File: config.mk
export PLATFORM = sky130hd
export DESIGN_NAME = ssap_top
export DESIGN_NICKNAME = d
export VERILOG_FILES = /design/src/hdl/ssap_pkg.sv /design/src/hdl/ssap_alarm.sv /design/src/hdl/ssap_sync.sv /design/src/hdl/ssap_top.sv
export SDC_FILE = /design/constraint.sdc
export NUM_CORES = 1
export LEC_CHECK = 0
export BUFFER_PORTS_ARGS = -buffer_cell sky130_fd_sc_hd__buf_2
export CAP_MARGIN = 30
export CORE_MARGIN = 2
export CORE_UTILIZATION = 60
export DETAILED_ROUTE_END_ITERATION = 7
export GPL_ROUTABILITY_DRIVEN = 0
export GPL_TIMING_DRIVEN = 0
export PLACE_DENSITY_LB_ADDON = 0.1
export SYNTH_ARGS = -nofsm -noshare
export SYNTH_HDL_FRONTEND = slang
export SYNTH_HIERARCHICAL = 1
export SYNTH_SLANG_ARGS = --single-unit
export TNS_END_PERCENT = 5
File: constraint.sdc
create_clock -name pclk -period 5.6 [get_ports pclk]
set_clock_uncertainty 0.2 [all_clocks]
set_input_delay 1.12 -clock pclk [delete_from_list [all_inputs] [get_ports pclk]]
set_output_delay 1.12 -clock pclk [all_outputs]
set_load 0.01 [all_outputs]
File: src/hdl/ssap_pkg.sv
// shared constants and types for the smbus slave with alarm pins
package ssap_pkg;

  // ****************************************
  // bus addresses and codes
  // ****************************************
  localparam logic [6:0] OWN_ADDR    = 7'h4c;
  localparam logic [7:0] GC_ADDR     = 8'h00;
  localparam logic [7:0] GC_RESET    = 8'h06;
  localparam logic [7:0] ARA_BYTE    = 8'h19;
  localparam logic [4:0] HS_CODE_TOP = 5'h01;

  // ****************************************
  // apb register offsets
  // ****************************************
  localparam logic [7:0] REG_CFG    = 8'h00;
  localparam logic [7:0] REG_CONS   = 8'h04;
  localparam logic [7:0] REG_HYST   = 8'h08;
  localparam logic [7:0] REG_LTHERM = 8'h0c;
  localparam logic [7:0] REG_RTHERM = 8'h10;
  localparam logic [7:0] REG_LHI    = 8'h14;
  localparam logic [7:0] REG_LLO    = 8'h18;
  localparam logic [7:0] REG_RHI    = 8'h1c;
  localparam logic [7:0] REG_RLO    = 8'h20;
  localparam logic [7:0] REG_STATUS = 8'h24;
  localparam logic [7:0] REG_STATE  = 8'h28;

  // ****************************************
  // field positions and reset values
  // ****************************************
  localparam int CFG_MASK_BIT = 7;
  localparam int CFG_SEL_BIT  = 5;
  localparam int CONS_TO_BIT  = 7;
  localparam logic [7:0] CFG_RST    = 8'h00;
  localparam logic [7:0] CONS_RST   = 8'h80;
  localparam logic [7:0] HYST_RST   = 8'h0a;
  localparam logic [7:0] OVER_TEMP_ALARM_PIN_RST  = 8'h55;
  localparam logic [7:0] HI_RST     = 8'h55;
  localparam logic [7:0] LO_RST     = 8'h00;
  localparam logic [2:0] CONS_1     = 3'h0;
  localparam logic [2:0] CONS_2     = 3'h1;
  localparam logic [2:0] CONS_3     = 3'h3;
  localparam logic [2:0] CONS_4     = 3'h7;

  // ****************************************
  // timing
  // ****************************************
  localparam int TIMEOUT_MS  = 30;
  localparam int CLK_KHZ     = 100000;
  localparam int TIMEOUT_CYC = TIMEOUT_MS * CLK_KHZ;

  typedef enum logic [6:0] {
    ST_IDLE = 7'h01,
    ST_RECV = 7'h02,
    ST_ACKW = 7'h04,
    ST_ACK  = 7'h08,
    ST_SEND = 7'h10,
    ST_MACK = 7'h20,
    ST_SKIP = 7'h40
  } ssap_state_e;

endpackage

File: src/hdl/ssap_alarm.sv
// one thermal comparator with hysteresis on release
`timescale 1ns/1ns
`default_nettype none
module ssap_alarm (
  input  wire logic       pclk,    // system clock
  input  wire logic       presetn, // async reset, active low
  input  wire logic       clr,     // synchronous clear
  input  wire logic       update,  // new conversion result
  input  wire logic [7:0] temp,    // measured temperature
  input  wire logic [7:0] hi,      // upper limit
  input  wire logic [7:0] lo,      // lower limit
  input  wire logic       use_lo,  // lower limit in use
  input  wire logic [7:0] hyst,    // release hysteresis
  output logic            alarm    // alarm level
);
  logic trip;
  logic back_in;

  assign trip    = (temp >= hi) || (use_lo && (temp < lo));
  assign back_in = ({1'b0, temp} + {1'b0, hyst} < {1'b0, hi}) &&
                   (!use_lo || ({1'b0, temp} >= {1'b0, lo} + {1'b0, hyst}));

  always_ff @(posedge pclk or negedge presetn) begin
    if (!presetn) begin
      alarm <= 1'b0;
    end else if (clr) begin
      alarm <= 1'b0;
    end else if (update) begin
      alarm <= trip || (alarm && !back_in);
    end
  end
endmodule
`default_nettype wire

File: src/hdl/ssap_sync.sv
// two flip-flop synchroniser for pin inputs
`timescale 1ns/1ns
`default_nettype none
module ssap_sync #(
  parameter int W = 2
) (
  input  wire logic         pclk,    // system clock
  input  wire logic         presetn, // async reset, active low
  input  wire logic [W-1:0] d,       // asynchronous inputs
  output logic      [W-1:0] q        // synchronised outputs
);
  logic [W-1:0] meta;

  if (W < 1) begin : g_chk
    $error("ssap_sync width must be at least one");
  end

  // idle bus level is high, so reset to ones
  always_ff @(posedge pclk or negedge presetn) begin
    if (!presetn) begin
      meta <= '1;
      q    <= '1;
    end else begin
      meta <= d;
      q    <= meta;
    end
  end
endmodule
`default_nettype wire

File: src/hdl/ssap_top.sv
// smbus slave interface with alarm pin logic and apb registers
// Function
// - first byte after a write address loads the pointer
// - reads use the last written pointer, kept until rewritten
// - a pointer-only write is accepted, then repeated start and read
// - two-byte registers go out high byte first, msb first
// - start and stop are sda edges while scl is high
// - the receiver pulls sda low through the acknowledge clock
// - master nack on a read byte makes the device release sda
// - no limit on the number of bytes in a transfer
// - hs master code is not acknowledged but enables hs filters
// - hs mode holds over repeated starts, ends at stop
// - timeout enable is bit 7 of consecutive register, reset one
// - line low 30 ms inside a transfer resets the interface
// - over-temperature pin follows over_temp_alarm_pin limits, cannot be masked
// - over-temperature pin releases below limit minus hysteresis
// - select set, mask clear: second pin is a thermal alarm
// - alert needs one to four consecutive violating conversions
// - alert also asserts on remote sensor open circuit
// - mask bit set holds the alert inactive
// - alert clears on own address read once cause and status clear
// - device answers address 1001100 plus direction bit, general call, and alert response while alert is active
// - consecutive count encodes one to four, default one
// - alert response returns own address, lsb marks high cause
// - general call acked, second byte 06h resets registers and pins
`timescale 1ns/1ns
`default_nettype none
module ssap_top
  import ssap_pkg::*;
#(
  parameter int TIMEOUT_CYCLES = TIMEOUT_CYC
) (
  input  wire logic        pclk,          // system clock, 100 mhz
  input  wire logic        presetn,       // async reset, active low
  input  wire logic        psel,          // apb select
  input  wire logic        penable,       // apb enable
  input  wire logic        pwrite,        // apb direction
  input  wire logic [7:0]  paddr,         // apb byte address
  input  wire logic [31:0] pwdata,        // apb write data
  output logic      [31:0] prdata,        // apb read data
  output logic             pready,        // apb ready
  output logic             pslverr,       // apb error on unmapped
  input  wire logic        scl_in,        // bus clock pin
  input  wire logic        sda_in,        // bus data pin level
  output logic             sda_out,       // bus data drive value
  output logic             sda_oe_n,      // bus data drive, active low
  output logic      [7:0]  ptr,           // register pointer
  input  wire logic [15:0] reg_rdata,     // register selected by ptr
  output logic             wr_strobe,     // write data byte pulse
  output logic      [7:0]  wr_data,       // write data byte
  output logic             hs_mode,       // high-speed filter select
  input  wire logic        conv_done,     // conversion result pulse
  input  wire logic [7:0]  local_temp,    // local temperature
  input  wire logic [7:0]  remote_temp,   // remote temperature
  input  wire logic        remote_open,   // remote sensor open circuit
  output logic             over_temp_alarm_pin_out,  // drive value
  output logic             over_temp_alarm_pin_oe_n, // drive, low
  output logic             second_thermal_alarm_out, // drive value
  output logic             second_thermal_alarm_oe_n // drive, low
);
  // ****************************************
  // line sampling and bus conditions
  // ****************************************
  logic       scl_s, sda_s, scl_d, sda_d;
  logic [1:0] sync_q;

  if (TIMEOUT_CYCLES < 2 || TIMEOUT_CYCLES >= (1 << 22)) begin : g_chk
    $error("ssap_top timeout count out of range");
  end

  ssap_sync #(.W(2)) u_sync (
    .pclk    (pclk),
    .presetn (presetn),
    .d       ({scl_in, sda_in}),
    .q       (sync_q)
  );
  assign scl_s = sync_q[1];
  assign sda_s = sync_q[0];

  always_ff @(posedge pclk or negedge presetn) begin
    if (!presetn) begin
      scl_d <= 1'b1;
      sda_d <= 1'b1;
    end else begin
      scl_d <= scl_s;
      sda_d <= sda_s;
    end
  end

  logic start_det, stop_det, scl_rise, scl_fall;
  assign start_det = scl_s && scl_d && sda_d && !sda_s;
  assign stop_det  = scl_s && scl_d && !sda_d && sda_s;
  assign scl_rise  = scl_s && !scl_d;
  assign scl_fall  = !scl_s && scl_d;

  // ****************************************
  // configuration registers
  // ****************************************
  logic [7:0] cfg, cons, hyst, ltherm, rtherm, lhi, llo, rhi, rlo;
  logic [4:0] status;
  logic       soft_rst, alert_act, high_cause, busy;
  logic       mask, sel, to_en;
  logic [3:0] alm;

  assign mask  = cfg[CFG_MASK_BIT];
  assign sel   = cfg[CFG_SEL_BIT];
  assign to_en = cons[CONS_TO_BIT];

  // ****************************************
  // serial engine
  // ****************************************
  ssap_state_e state;
  logic [3:0]  bitcnt;
  logic [7:0]  shreg, txsh;
  logic        is_addr, rd, first_data, gc, ara, txsel, pull;
  logic        rd_own, ara_done;
  logic [21:0] to_cnt;

  logic [7:0] byte_in, tx_next;
  logic       byte_done, addr_me, addr_gc, addr_ara, addr_hs, ack_ok;
  logic       to_run, to_hit;

  assign byte_in   = {shreg[6:0], sda_s};
  assign byte_done = (state == ST_RECV) && scl_rise && (bitcnt == 4'h7);
  assign addr_me   = byte_in[7:1] == OWN_ADDR;
  assign addr_gc   = byte_in == GC_ADDR;
  assign addr_ara  = (byte_in == ARA_BYTE) && alert_act;
  assign addr_hs   = byte_in[7:3] == HS_CODE_TOP;
  assign ack_ok    = addr_me || addr_gc || addr_ara;
  assign tx_next   = ara ? {OWN_ADDR, high_cause} :
                     (txsel ? reg_rdata[7:0] : reg_rdata[15:8]);
  assign to_run    = busy && to_en && (!scl_s || !sda_s);
  assign to_hit    = to_run && (to_cnt == 22'(TIMEOUT_CYCLES - 1));

  always_ff @(posedge pclk or negedge presetn) begin
    if (!presetn) begin
      to_cnt <= '0;
    end else begin
      to_cnt <= to_run ? to_cnt + 22'h1 : '0;
    end
  end

  always_ff @(posedge pclk or negedge presetn) begin
    if (!presetn) begin
      state <= ST_IDLE; bitcnt <= '0; shreg <= '0; txsh <= '0;
      is_addr <= 1'b0; rd <= 1'b0; first_data <= 1'b0; gc <= 1'b0;
      ara <= 1'b0; txsel <= 1'b0; pull <= 1'b0; ptr <= '0;
      wr_strobe <= 1'b0; wr_data <= '0; hs_mode <= 1'b0; busy <= 1'b0;
      rd_own <= 1'b0; ara_done <= 1'b0; soft_rst <= 1'b0;
    end else begin
      wr_strobe <= 1'b0;
      rd_own    <= 1'b0;
      ara_done  <= 1'b0;
      soft_rst  <= 1'b0;
      if (stop_det) begin
        state <= ST_IDLE; pull <= 1'b0; busy <= 1'b0;
        hs_mode <= 1'b0;
      end else if (start_det) begin
        // repeated start keeps hs mode
        state <= ST_RECV; bitcnt <= '0; is_addr <= 1'b1;
        pull <= 1'b0; busy <= 1'b1;
      end else if (to_hit) begin
        state <= ST_IDLE; pull <= 1'b0; busy <= 1'b0;
      end else begin
        case (state)
          ST_RECV: begin
            if (scl_rise) begin
              shreg  <= byte_in;
              bitcnt <= bitcnt + 4'h1;
            end
            if (byte_done && is_addr) begin
              is_addr <= 1'b0; first_data <= 1'b1; txsel <= 1'b0;
              rd <= byte_in[0]; gc <= addr_gc && !byte_in[0];
              ara <= addr_ara;
              rd_own <= addr_me && byte_in[0];
              if (addr_hs) begin
                hs_mode <= 1'b1; state <= ST_SKIP;
              end else if (ack_ok) begin
                state <= ST_ACKW;
              end else begin
                state <= ST_SKIP;
              end
            end else if (byte_done) begin
              first_data <= 1'b0;
              state      <= ST_ACKW;
              if (gc) begin
                soft_rst <= byte_in == GC_RESET;
              end else if (first_data) begin
                ptr <= byte_in;
              end else begin
                wr_strobe <= 1'b1; wr_data <= byte_in;
              end
            end
          end
          ST_ACKW: begin
            if (scl_fall) begin
              pull <= 1'b1; state <= ST_ACK;
            end
          end
          ST_ACK: begin
            if (scl_fall) begin
              bitcnt <= '0;
              if (rd) begin
                txsh  <= tx_next;
                pull  <= !tx_next[7];
                txsel <= !txsel;
                state <= ST_SEND;
              end else begin
                pull  <= 1'b0; state <= ST_RECV;
              end
            end
          end
          ST_SEND: begin
            if (scl_rise && !pull && !sda_s) begin
              state <= ST_SKIP; // lost arbitration
            end else if (scl_rise) begin
              bitcnt <= bitcnt + 4'h1;
            end else if (scl_fall && bitcnt == 4'h8) begin
              pull <= 1'b0; state <= ST_MACK;
            end else if (scl_fall) begin
              txsh <= {txsh[6:0], 1'b0};
              pull <= !txsh[6];
            end
          end
          ST_MACK: begin
            if (scl_rise) begin
              ara_done <= ara;
              ara      <= 1'b0;
              state    <= sda_s ? ST_SKIP : ST_ACK;
            end
          end
          ST_IDLE, ST_SKIP: begin
            pull <= 1'b0;
          end
          default: begin
            state <= ST_IDLE; pull <= 1'b0;
          end
        endcase
      end
    end
  end

  assign sda_out  = 1'b0;
  assign sda_oe_n = !pull;

  // ****************************************
  // limit checks and alert filter
  // ****************************************
  logic [1:0] viol, viol_hi, cur_viol, filt_met;
  logic [1:0] cnt [2];
  logic [1:0] need_m1;

  assign viol_hi[0] = local_temp >= lhi;
  assign viol_hi[1] = remote_temp >= rhi;
  assign viol[0]    = viol_hi[0] || (local_temp < llo);
  assign viol[1]    = viol_hi[1] || (remote_temp < rlo);
  assign need_m1    = (cons[2:0] == CONS_4) ? 2'h3 :
                      (cons[2:0] == CONS_3) ? 2'h2 :
                      (cons[2:0] == CONS_2) ? 2'h1 : 2'h0;

  for (genvar c = 0; c < 2; c++) begin : g_ch
    assign filt_met[c] = viol[c] && (cnt[c] >= need_m1);
    always_ff @(posedge pclk or negedge presetn) begin
      if (!presetn) begin
        cnt[c] <= '0;
      end else if (soft_rst) begin
        cnt[c] <= '0;
      end else if (conv_done) begin
        cnt[c] <= !viol[c] ? 2'h0 : (cnt[c] == 2'h3 ? 2'h3 : cnt[c] + 2'h1);
      end
    end
  end

  logic alert_set, alert_clr;
  assign alert_set = (conv_done && (|filt_met)) || remote_open;
  assign alert_clr = (rd_own && !(|cur_viol) && !remote_open &&
                      status == 5'h0) || ara_done;

  always_ff @(posedge pclk or negedge presetn) begin
    if (!presetn) begin
      alert_act  <= 1'b0;
      high_cause <= 1'b0;
      cur_viol   <= '0;
    end else if (soft_rst) begin
      alert_act  <= 1'b0; high_cause <= 1'b0; cur_viol <= '0;
    end else begin
      if (conv_done) begin
        cur_viol <= viol;
      end
      if (alert_set) begin
        alert_act  <= 1'b1; // set wins over clear
        high_cause <= |(viol_hi & filt_met & {2{conv_done}});
      end else if (alert_clr) begin
        alert_act  <= 1'b0;
      end
    end
  end

  // ****************************************
  // thermal alarms and pin drivers
  // ****************************************
  logic [7:0] a_temp [4];
  logic [7:0] a_hi   [4];
  logic [7:0] a_lo   [4];
  assign a_temp = '{local_temp, remote_temp, local_temp, remote_temp};
  assign a_hi   = '{ltherm, rtherm, lhi, rhi};
  assign a_lo   = '{8'h00, 8'h00, llo, rlo};

  for (genvar i = 0; i < 4; i++) begin : g_alm
    ssap_alarm u_alm (
      .pclk    (pclk),
      .presetn (presetn),
      .clr     (soft_rst),
      .update  (conv_done),
      .temp    (a_temp[i]),
      .hi      (a_hi[i]),
      .lo      (a_lo[i]),
      .use_lo  (i >= 2),
      .hyst    (hyst),
      .alarm   (alm[i])
    );
  end

  logic next_second;
  assign next_second = !mask && (sel ? (|alm[3:2]) : alert_act);

  always_ff @(posedge pclk or negedge presetn) begin
    if (!presetn) begin
      over_temp_alarm_pin_oe_n  <= 1'b1;
      second_thermal_alarm_oe_n <= 1'b1;
    end else begin
      over_temp_alarm_pin_oe_n  <= !(|alm[1:0]);
      second_thermal_alarm_oe_n <= !next_second;
    end
  end
  assign over_temp_alarm_pin_out  = 1'b0;
  assign second_thermal_alarm_out = 1'b0;

  // ****************************************
  // apb slave
  // ****************************************
  logic        wr_en, rd_setup, hit;
  logic [31:0] rd_mux;
  logic [4:0]  st_set;
  assign wr_en    = psel && penable && pwrite;
  assign rd_setup = psel && !penable && !pwrite;
  assign hit      = paddr <= REG_STATE && paddr[1:0] == 2'b00;
  assign st_set   = conv_done ? {remote_open, viol[1] && !viol_hi[1],
                    viol_hi[1], viol[0] && !viol_hi[0], viol_hi[0]} :
                    {remote_open, 4'h0};
  assign rd_mux =
    (paddr == REG_CFG)    ? {24'h0, cfg}    :
    (paddr == REG_CONS)   ? {24'h0, cons}   :
    (paddr == REG_HYST)   ? {24'h0, hyst}   :
    (paddr == REG_LTHERM) ? {24'h0, ltherm} :
    (paddr == REG_RTHERM) ? {24'h0, rtherm} :
    (paddr == REG_LHI)    ? {24'h0, lhi}    :
    (paddr == REG_LLO)    ? {24'h0, llo}    :
    (paddr == REG_RHI)    ? {24'h0, rhi}    :
    (paddr == REG_RLO)    ? {24'h0, rlo}    :
    (paddr == REG_STATUS) ? {27'h0, status} :
    (paddr == REG_STATE)  ? {19'h0, !second_thermal_alarm_oe_n,
                             !over_temp_alarm_pin_oe_n, alert_act,
                             busy, hs_mode, ptr} : 32'h0;
  assign pready  = 1'b1;
  assign pslverr = psel && penable && !hit;

  always_ff @(posedge pclk or negedge presetn) begin
    if (!presetn) begin
      prdata <= '0;
    end else if (rd_setup) begin
      prdata <= rd_mux;
    end
  end

  always_ff @(posedge pclk or negedge presetn) begin
    if (!presetn) begin
      cfg <= CFG_RST; cons <= CONS_RST; hyst <= HYST_RST;
      ltherm <= OVER_TEMP_ALARM_PIN_RST; rtherm <= OVER_TEMP_ALARM_PIN_RST;
      lhi <= HI_RST; rhi <= HI_RST; llo <= LO_RST; rlo <= LO_RST;
    end else if (soft_rst) begin
      cfg <= CFG_RST; cons <= CONS_RST; hyst <= HYST_RST;
      ltherm <= OVER_TEMP_ALARM_PIN_RST; rtherm <= OVER_TEMP_ALARM_PIN_RST;
      lhi <= HI_RST; rhi <= HI_RST; llo <= LO_RST; rlo <= LO_RST;
    end else if (wr_en) begin
      if (paddr == REG_CFG)    cfg    <= pwdata[7:0];
      if (paddr == REG_CONS)   cons   <= pwdata[7:0];
      if (paddr == REG_HYST)   hyst   <= pwdata[7:0];
      if (paddr == REG_LTHERM) ltherm <= pwdata[7:0];
      if (paddr == REG_RTHERM) rtherm <= pwdata[7:0];
      if (paddr == REG_LHI)    lhi    <= pwdata[7:0];
      if (paddr == REG_LLO)    llo    <= pwdata[7:0];
      if (paddr == REG_RHI)    rhi    <= pwdata[7:0];
      if (paddr == REG_RLO)    rlo    <= pwdata[7:0];
    end
  end

  // status bits: write one to clear, a new event wins
  always_ff @(posedge pclk or negedge presetn) begin
    if (!presetn) begin
      status <= '0;
    end else if (soft_rst) begin
      status <= '0;
    end else begin
      status <= st_set | (status &
                ~((wr_en && paddr == REG_STATUS) ? pwdata[4:0] : 5'h0));
    end
  end
endmodule
`default_nettype wire

==> impl_metrics.py, run 1 <==
metrics = {
    "outcome": {
        "status": "finished, violations left",
        "violations": "DRC",
    },
    "routing": {
        "drt_iter0_drc": 1304,
        "wire_per_inst_um": 20.4,
        "totalWireLength_um": 46200,
        "via_per_inst": 6.17,
        "vias": 14000,
        "drtAntennaViolNets": 0,
        "drcViolationCount": 67,
        "first_pass_iters": 8,
    },
    "synthesis": {
        "syn_area_um2": 15700,
        "ys.flop_type": "dfrtp_1",
        "synth.distinct_cells": 95,
        "ys_seq_area_share_pct": 29.9,
        "synth_cells": 1742,
        "synth_edf_count": 0,
        "synth-seq-cells": 186,
        "avgSynthCellArea_um2": 9.02,
        "async_flop_share_pct": 100,
        "ys.warnings.count": 6,
    },
    "power_and_ir_drop": {
        "p_per_area_nw_per_um2": 191,
        "p_leak_uw": 0.00826,
        "max-vdd-ir-drop_v": 0.000171,
    },
    "grt": {
        "grt_pass1_vias": 13800,
        "grt_use_total_pct": 33.8,
        "grt_max_degree": 98,
        "grt.overflow.total": 0,
        "antenna_found_initial": 0,
        "grt_pass1_wl_um": 73800,
    },
    "critical_path": {
        "cp.arrival_ns": 4.25,
        "required_ns": 5.71,
        "path_class": "input port to register",
        "ff2ff_setup_slack_ns": 1.46,
        "crit_path_start_kind": "input port",
        "end_kind": "register",
        "cp_max_fo": 8,
    },
    "job": {
        "drv_cap": 0,
    },
    "die": {
        "start_util_pct": 60.6,
        "die_h_um": 166,
        "fp.dieW_um": 166,
        "die-area_um2": 27500,
        "rows": 59,
        "ios": 139,
        "core-area_um2": 25900,
    },
    "layout": {
        "top_regs": "to_cnt (22), prdata (13)",
        "area_delta_synth_final_pct": 11.2,
        "largest_reg_flops": 22,
        "stdcell_count": 2266,
        "final_common_cell": "ha_1",
        "multi_input_area_um2": 10400,
        "mostFrequentLayoutCells": "221 x ha_1, 165 x nor2_1, 158 x dfrtp_1",
        "finalNetCount": 2228,
        "fillers": 2143,
        "diodes": 0,
        "top_register": "to_cnt",
        "register_area_um2": 4690,
        "drive_gt1_share_pct": 12.7,
    },
    "timing": {
        "slew_violations": 0,
        "rsz0062_at_grt": "no",
        "setup_viol": 0,
        "whs_ns": 0.159,
        "worst_pin_slew_ns": 1.07,
        "clock.fmax_mhz": 242,
        "hold_violations": 0,
        "finalSetupTns_ns": 0,
        "final.min_clock_period_ns": 4.14,
        "finalCritPeriodShare_pct": 73.9,
        "max-slew-margin-rel_pct": 28.7,
    },
    "clocking": {
        "cts_tree": "yes",
        "htreeDepth": 4,
        "post_cts_resized": 0,
        "cts_setup_buffers": 0,
        "clkTransAtPathRegs_ns": 0.08,
        "clk_latency_ns": 0.44,
        "clock_sinks": 186,
        "cts_root_buffer": "clkbuf_16",
        "ctsLongestPathBuffers": 2,
        "cts-buffers-inserted": 17,
        "hold_buffers": 0,
    },
    "placement": {
        "hpwlAfterDp_um": 34100,
        "place.port_buffers": 82,
        "dpl.cell_count": 2234,
    },
    "hold_path": {
        "hold_path_class": "register to register",
    },
}
[final cells by class]
class | instances | share of cell area [%]
inverters | 138 | 2.96
clock buffers | 18 | 2.51
plain buffers | 76 | 2.31
repair buffers | 84 | 2.59
flip-flops and latches | 186 | 26.8
multi-input cells | 1415 | 59.4
clock inverters | 14 | 1.03
well taps | 335 | 2.40
[cell families (layout without fill, tap and decap cells)]
kind of cell    count (synthesis)  in the layout  synth area share [%]
mux                            87             87                  5.97
buf+inv                       214            330                  5.86
compound gates                402            402                  17.9
flops                         186            186                  29.9
xor+xnor                       62             62                  3.46
fa+ha+maj                     229            229                  18.6
simple gates                  560            560                  18.3
other cells                     2             75                0.0478
[worst max-delay path, cell delays in order]
cell and delay [ns]:
buf_2 0.21, ha_1 0.21, inv_1 0.06, fa_1 0.39
nand2b_1 0.18, a21oi_1 0.22, o21a_1 0.17, nor2_1 0.05
xnor2_1 0.17, ha_1 0.29, a21oi_1 0.15, nand2_1 0.08
a221o_1 0.34, a2111oi_0 0.42, a41oi_1 0.17
[power by group]
| part | switching (µW) | internal (µW) |
|---|---|---|
| Combinational | 380 | 249 |
| Clock | 618 | 659 |
| Sequential | 50.0 | 1390 |
| Total | 1050 | 2290 |
[Yosys cell counts, drive strengths merged, types with 13 or more instances]
cell type,number,share of area [%]
inv,138,3.3
o211ai,19,1.0
ha,221,18
nor2b,13,0.52
a21o,30,1.4
clkbuf,41,0.99
nor4,17,1.0
nand2b,46,1.8
o21ai,63,2.0
xnor2,30,1.7
nor2,167,4.0
dfrtp,158,25
a211oi,16,0.76
mux2i,57,3.6
o21a,15,0.72
nor3,34,1.2
dfstp,28,4.7
nand3,66,2.2
buf,35,1.6
xor2,32,1.8
a21oi,107,3.4
nand2,132,3.2
mux2,30,2.3
[worst paths after layout]
path / startpoint / endpoint / cells after the start
worst max-delay path: local_temp[0] / g_alm[0].u_alm/alarm / 15
worst min-delay path: u_sync/meta[1] / u_sync/q[1] / 0
worst max register to register: hyst[0] / g_alm[0].u_alm/alarm / 14
worst min register to register: u_sync/meta[1] / u_sync/q[1] / 0
max in group asynchronous: presetn / ltherm[2] / 2
min in group asynchronous: presetn / bitcnt[1] / 1
[through the flow]
stage | setup slack, ns | instance area (µm²) | util (%) | total power, µW
finish | 1.46 | 17500 | 67.4 | 3340
global route | 1.16 | 17500 | 67.4 | 3490
CTS | 1.48 | 17500 | 67.4 | 3340
detailed placement | 1.05 | 16900 | 65.0 | 2070
global placement | 0.206 | 16800 | 64.9 | 2050
floorplan | 1.65 | 16000 | - | 1860
[routing by layer]
| layer | global-route usage (%) | vias to the layer above | share of wire, % | routed length (µm) |
|---|---|---|---|---|
| met5 | 0 | - | 0 | 0 |
| met1 | 44.0 | 6651 | 43 | 19700 |
| met4 | 14.3 | 0 | 4.5 | 2070 |
| met2 | 54.3 | 557 | 45 | 20700 |
| li1 | - | 6610 | - | - |
| met3 | 7.91 | 162 | 8.1 | 3750 |
No activity file was read; power rests on OpenSTA's default activity.
==> run 2: changes to the inputs <==
==> constraint.sdc (replaced) <==
create_clock -name pclk -period 4 [get_ports pclk]
set_clock_uncertainty 0.2 [all_clocks]
set_input_delay 0.8 -clock pclk [delete_from_list [all_inputs] [get_ports pclk]]
set_output_delay 0.8 -clock pclk [all_outputs]
set_load 0.01 [all_outputs]
==> impl_metrics.py, run 2 (synthesized netlist as in run 1, its figures left out) <==
metrics = {
    "power_and_ir_drop": {
        "p_leak_uw": 0.00828,
        "sw_frac_of_total_pct": 31.4,
        "p_clk_share_pct": 38.1,
        "p_sw_uw": 1470,
        "internal-power_uw": 3220,
        "max-vdd-ir-drop_v": 0.000240,
        "pwr-share-comb_pct": 18.9,
        "p_per_area_nw_per_um2": 267,
        "p_seq_share_pct": 42.9,
    },
    "timing": {
        "clock.fmax_mhz": 261,
        "finalSetupTns_ns": 0,
        "whs_ns": 0.138,
        "hold_violations": 0,
        "setup_viol": 0,
        "final.min_clock_period_ns": 3.84,
        "worst_pin_slew_ns": 1.04,
        "max-slew-margin-rel_pct": 29.8,
        "finalCritPeriodShare_pct": 95.9,
        "slew_violations": 0,
    },
    "grt": {
        "grt.overflow.total": 0,
        "antenna_found_initial": 0,
        "grt_pass1_wl_um": 73800,
        "grt_max_degree": 98,
        "grt_pass1_vias": 13800,
        "grt.busiest_layer": "met2",
        "met3_usage_pct": 7.91,
        "met2_usage_pct": 54.3,
        "grt_util_met1_pct": 44.0,
        "grt_use_total_pct": 33.8,
    },
    "placement": {
        "place_area_um2": 16900,
        "place.port_buffers": 82,
        "hpwlAfterDp_um": 34100,
    },
    "clocking": {
        "htreeDepth": 4,
        "cts_root_buffer": "clkbuf_16",
        "clock_sinks": 186,
        "cts_tree": "yes",
        "ctsLongestPathBuffers": 2,
        "clkTransAtPathRegs_ns": 0.08,
        "clk_latency_ns": 0.45,
        "cts-buffers-inserted": 17,
        "hold_buffers": 0,
    },
    "routing": {
        "first_pass_iters": 8,
        "drtAntennaViolNets": 0,
        "drt_iter0_drc": 1311,
        "totalWireLength_um": 46500,
        "via_per_inst": 6.16,
        "wire_per_inst_um": 20.4,
        "drcViolationCount": 31,
        "vias": 14000,
    },
    "die": {
        "die-area_um2": 27500,
        "start_util_pct": 60.6,
        "rows": 59,
        "core-area_um2": 25900,
        "fp.dieW_um": 166,
        "die_h_um": 166,
        "ios": 139,
    },
    "critical_path": {
        "path_class": "register to register",
        "ff2ff_setup_slack_ns": 0.16,
        "end_kind": "register",
        "r2r-end": "g_alm[0].u_alm/alarm",
        "r2r_start": "hyst[1]",
        "cp_max_fo": 7,
        "crit_path_start_kind": "register",
        "r2r_cells": 13,
        "required_ns": 4.11,
        "cp.arrival_ns": 3.94,
    },
    "hold_path": {
        "hold_path_class": "input port to async pin",
    },
    "layout": {
        "top_register": "to_cnt",
        "mostFrequentLayoutCells": "221 x ha_1, 165 x nor2_1, 157 x dfrtp_1",
        "design_area_um2": 17600,
        "area_delta_synth_final_pct": 11.7,
        "largest_reg_flops": 22,
        "drive_gt1_share_pct": 13.3,
        "final_common_cell": "ha_1",
        "top_regs": "to_cnt (22), prdata (13)",
        "diodes": 0,
        "finalNetCount": 2235,
    },
    "outcome": {
        "violations": "DRC",
        "status": "finished, violations left",
    },
    "job": {
        "drv_cap": 0,
    },
}
[run 2: cell count changes in the layout (fill, tap and decap cells not counted), sizes merged]
cell / delta
buf: +7
[run 2: cell type report]
cell class                      count  area [µm²]
Clock inverter                     14         180
Buffer                             76         403
Timing Repair Buffer               91         505
Fill cell                        2143        8360
Multi-Input combinational cell   1415       10400
Inverter                          138         518
Sequential cell                   186        4700
Tap cell                          335         419
Clock buffer                       18         439
[run 2: per-layer routing]
layer | part of all wire [%] | vias up
li1 | - | 6622
met5 | 0.11 | -
met3 | 8.2 | 164
met4 | 4.6 | 2
met2 | 45 | 549
met1 | 42 | 6659
[run 2: through the flow]
stage / util, % / setup WS, ns / total power (µW) / instances
global route: 67.7 / -0.0164 / 4890 / 2273
global placement: 64.9 / -1.07 / 2870 / 2232
detailed placement: 65.0 / -0.231 / 2900 / 2234
floorplan: - / 0.373 / 2600 / 1815
finish: 67.7 / 0.164 / 4690 / 2273
CTS: 67.5 / 0.00918 / 4680 / 2266
[run 2: worst max-delay path by stage]
| stage | slack, ns | start | end | depth (start not counted) |
|---|---|---|---|---|
| 2_1_floorplan | 0.37 | remote_temp[0] | g_alm[3].u_alm/alarm | 14 |
| 3_3_place_gp | -1.07 | presetn | g_alm[0].u_alm/alarm | 1 |
| 3_5_place_dp | -0.23 | local_temp[0] | g_alm[0].u_alm/alarm | 15 |
| 4_1_cts | 0.009 | hyst[1] | g_alm[0].u_alm/alarm | 13 |
| 5_1_grt | -0.02 | hyst[1] | g_alm[2].u_alm/alarm | 13 |
| 6_report | 0.16 | hyst[1] | g_alm[0].u_alm/alarm | 13 |
[run 2: timing repair]
item,CTS,global route
gates resized for setup,2,8
setup endpoints to repair,3,4
setup buffers,0,7
[run 2: worst max-delay path, stage by stage (launching register included)]
cell	delay (ns)
dfstp_4	0.72
inv_1	0.12
fa_1	0.46
nand2b_1	0.18
a21oi_1	0.21
o21a_1	0.17
nor2_1	0.05
xnor2_1	0.16
ha_1	0.28
a21oi_1	0.15
nand2_1	0.08
a221o_1	0.35
a2111oi_1	0.39
a41oi_1	0.17
[run 2: power groups by stage]
stage | clock (µW) | combinational [µW] | sequential (µW)
finish | 1790 | 887 | 2010
global route | 1880 | 1000 | 2020
CTS | 1800 | 862 | 2010
detailed placement | 0 | 855 | 2050
global placement | 0 | 821 | 2040
floorplan | 0 | 579 | 2020
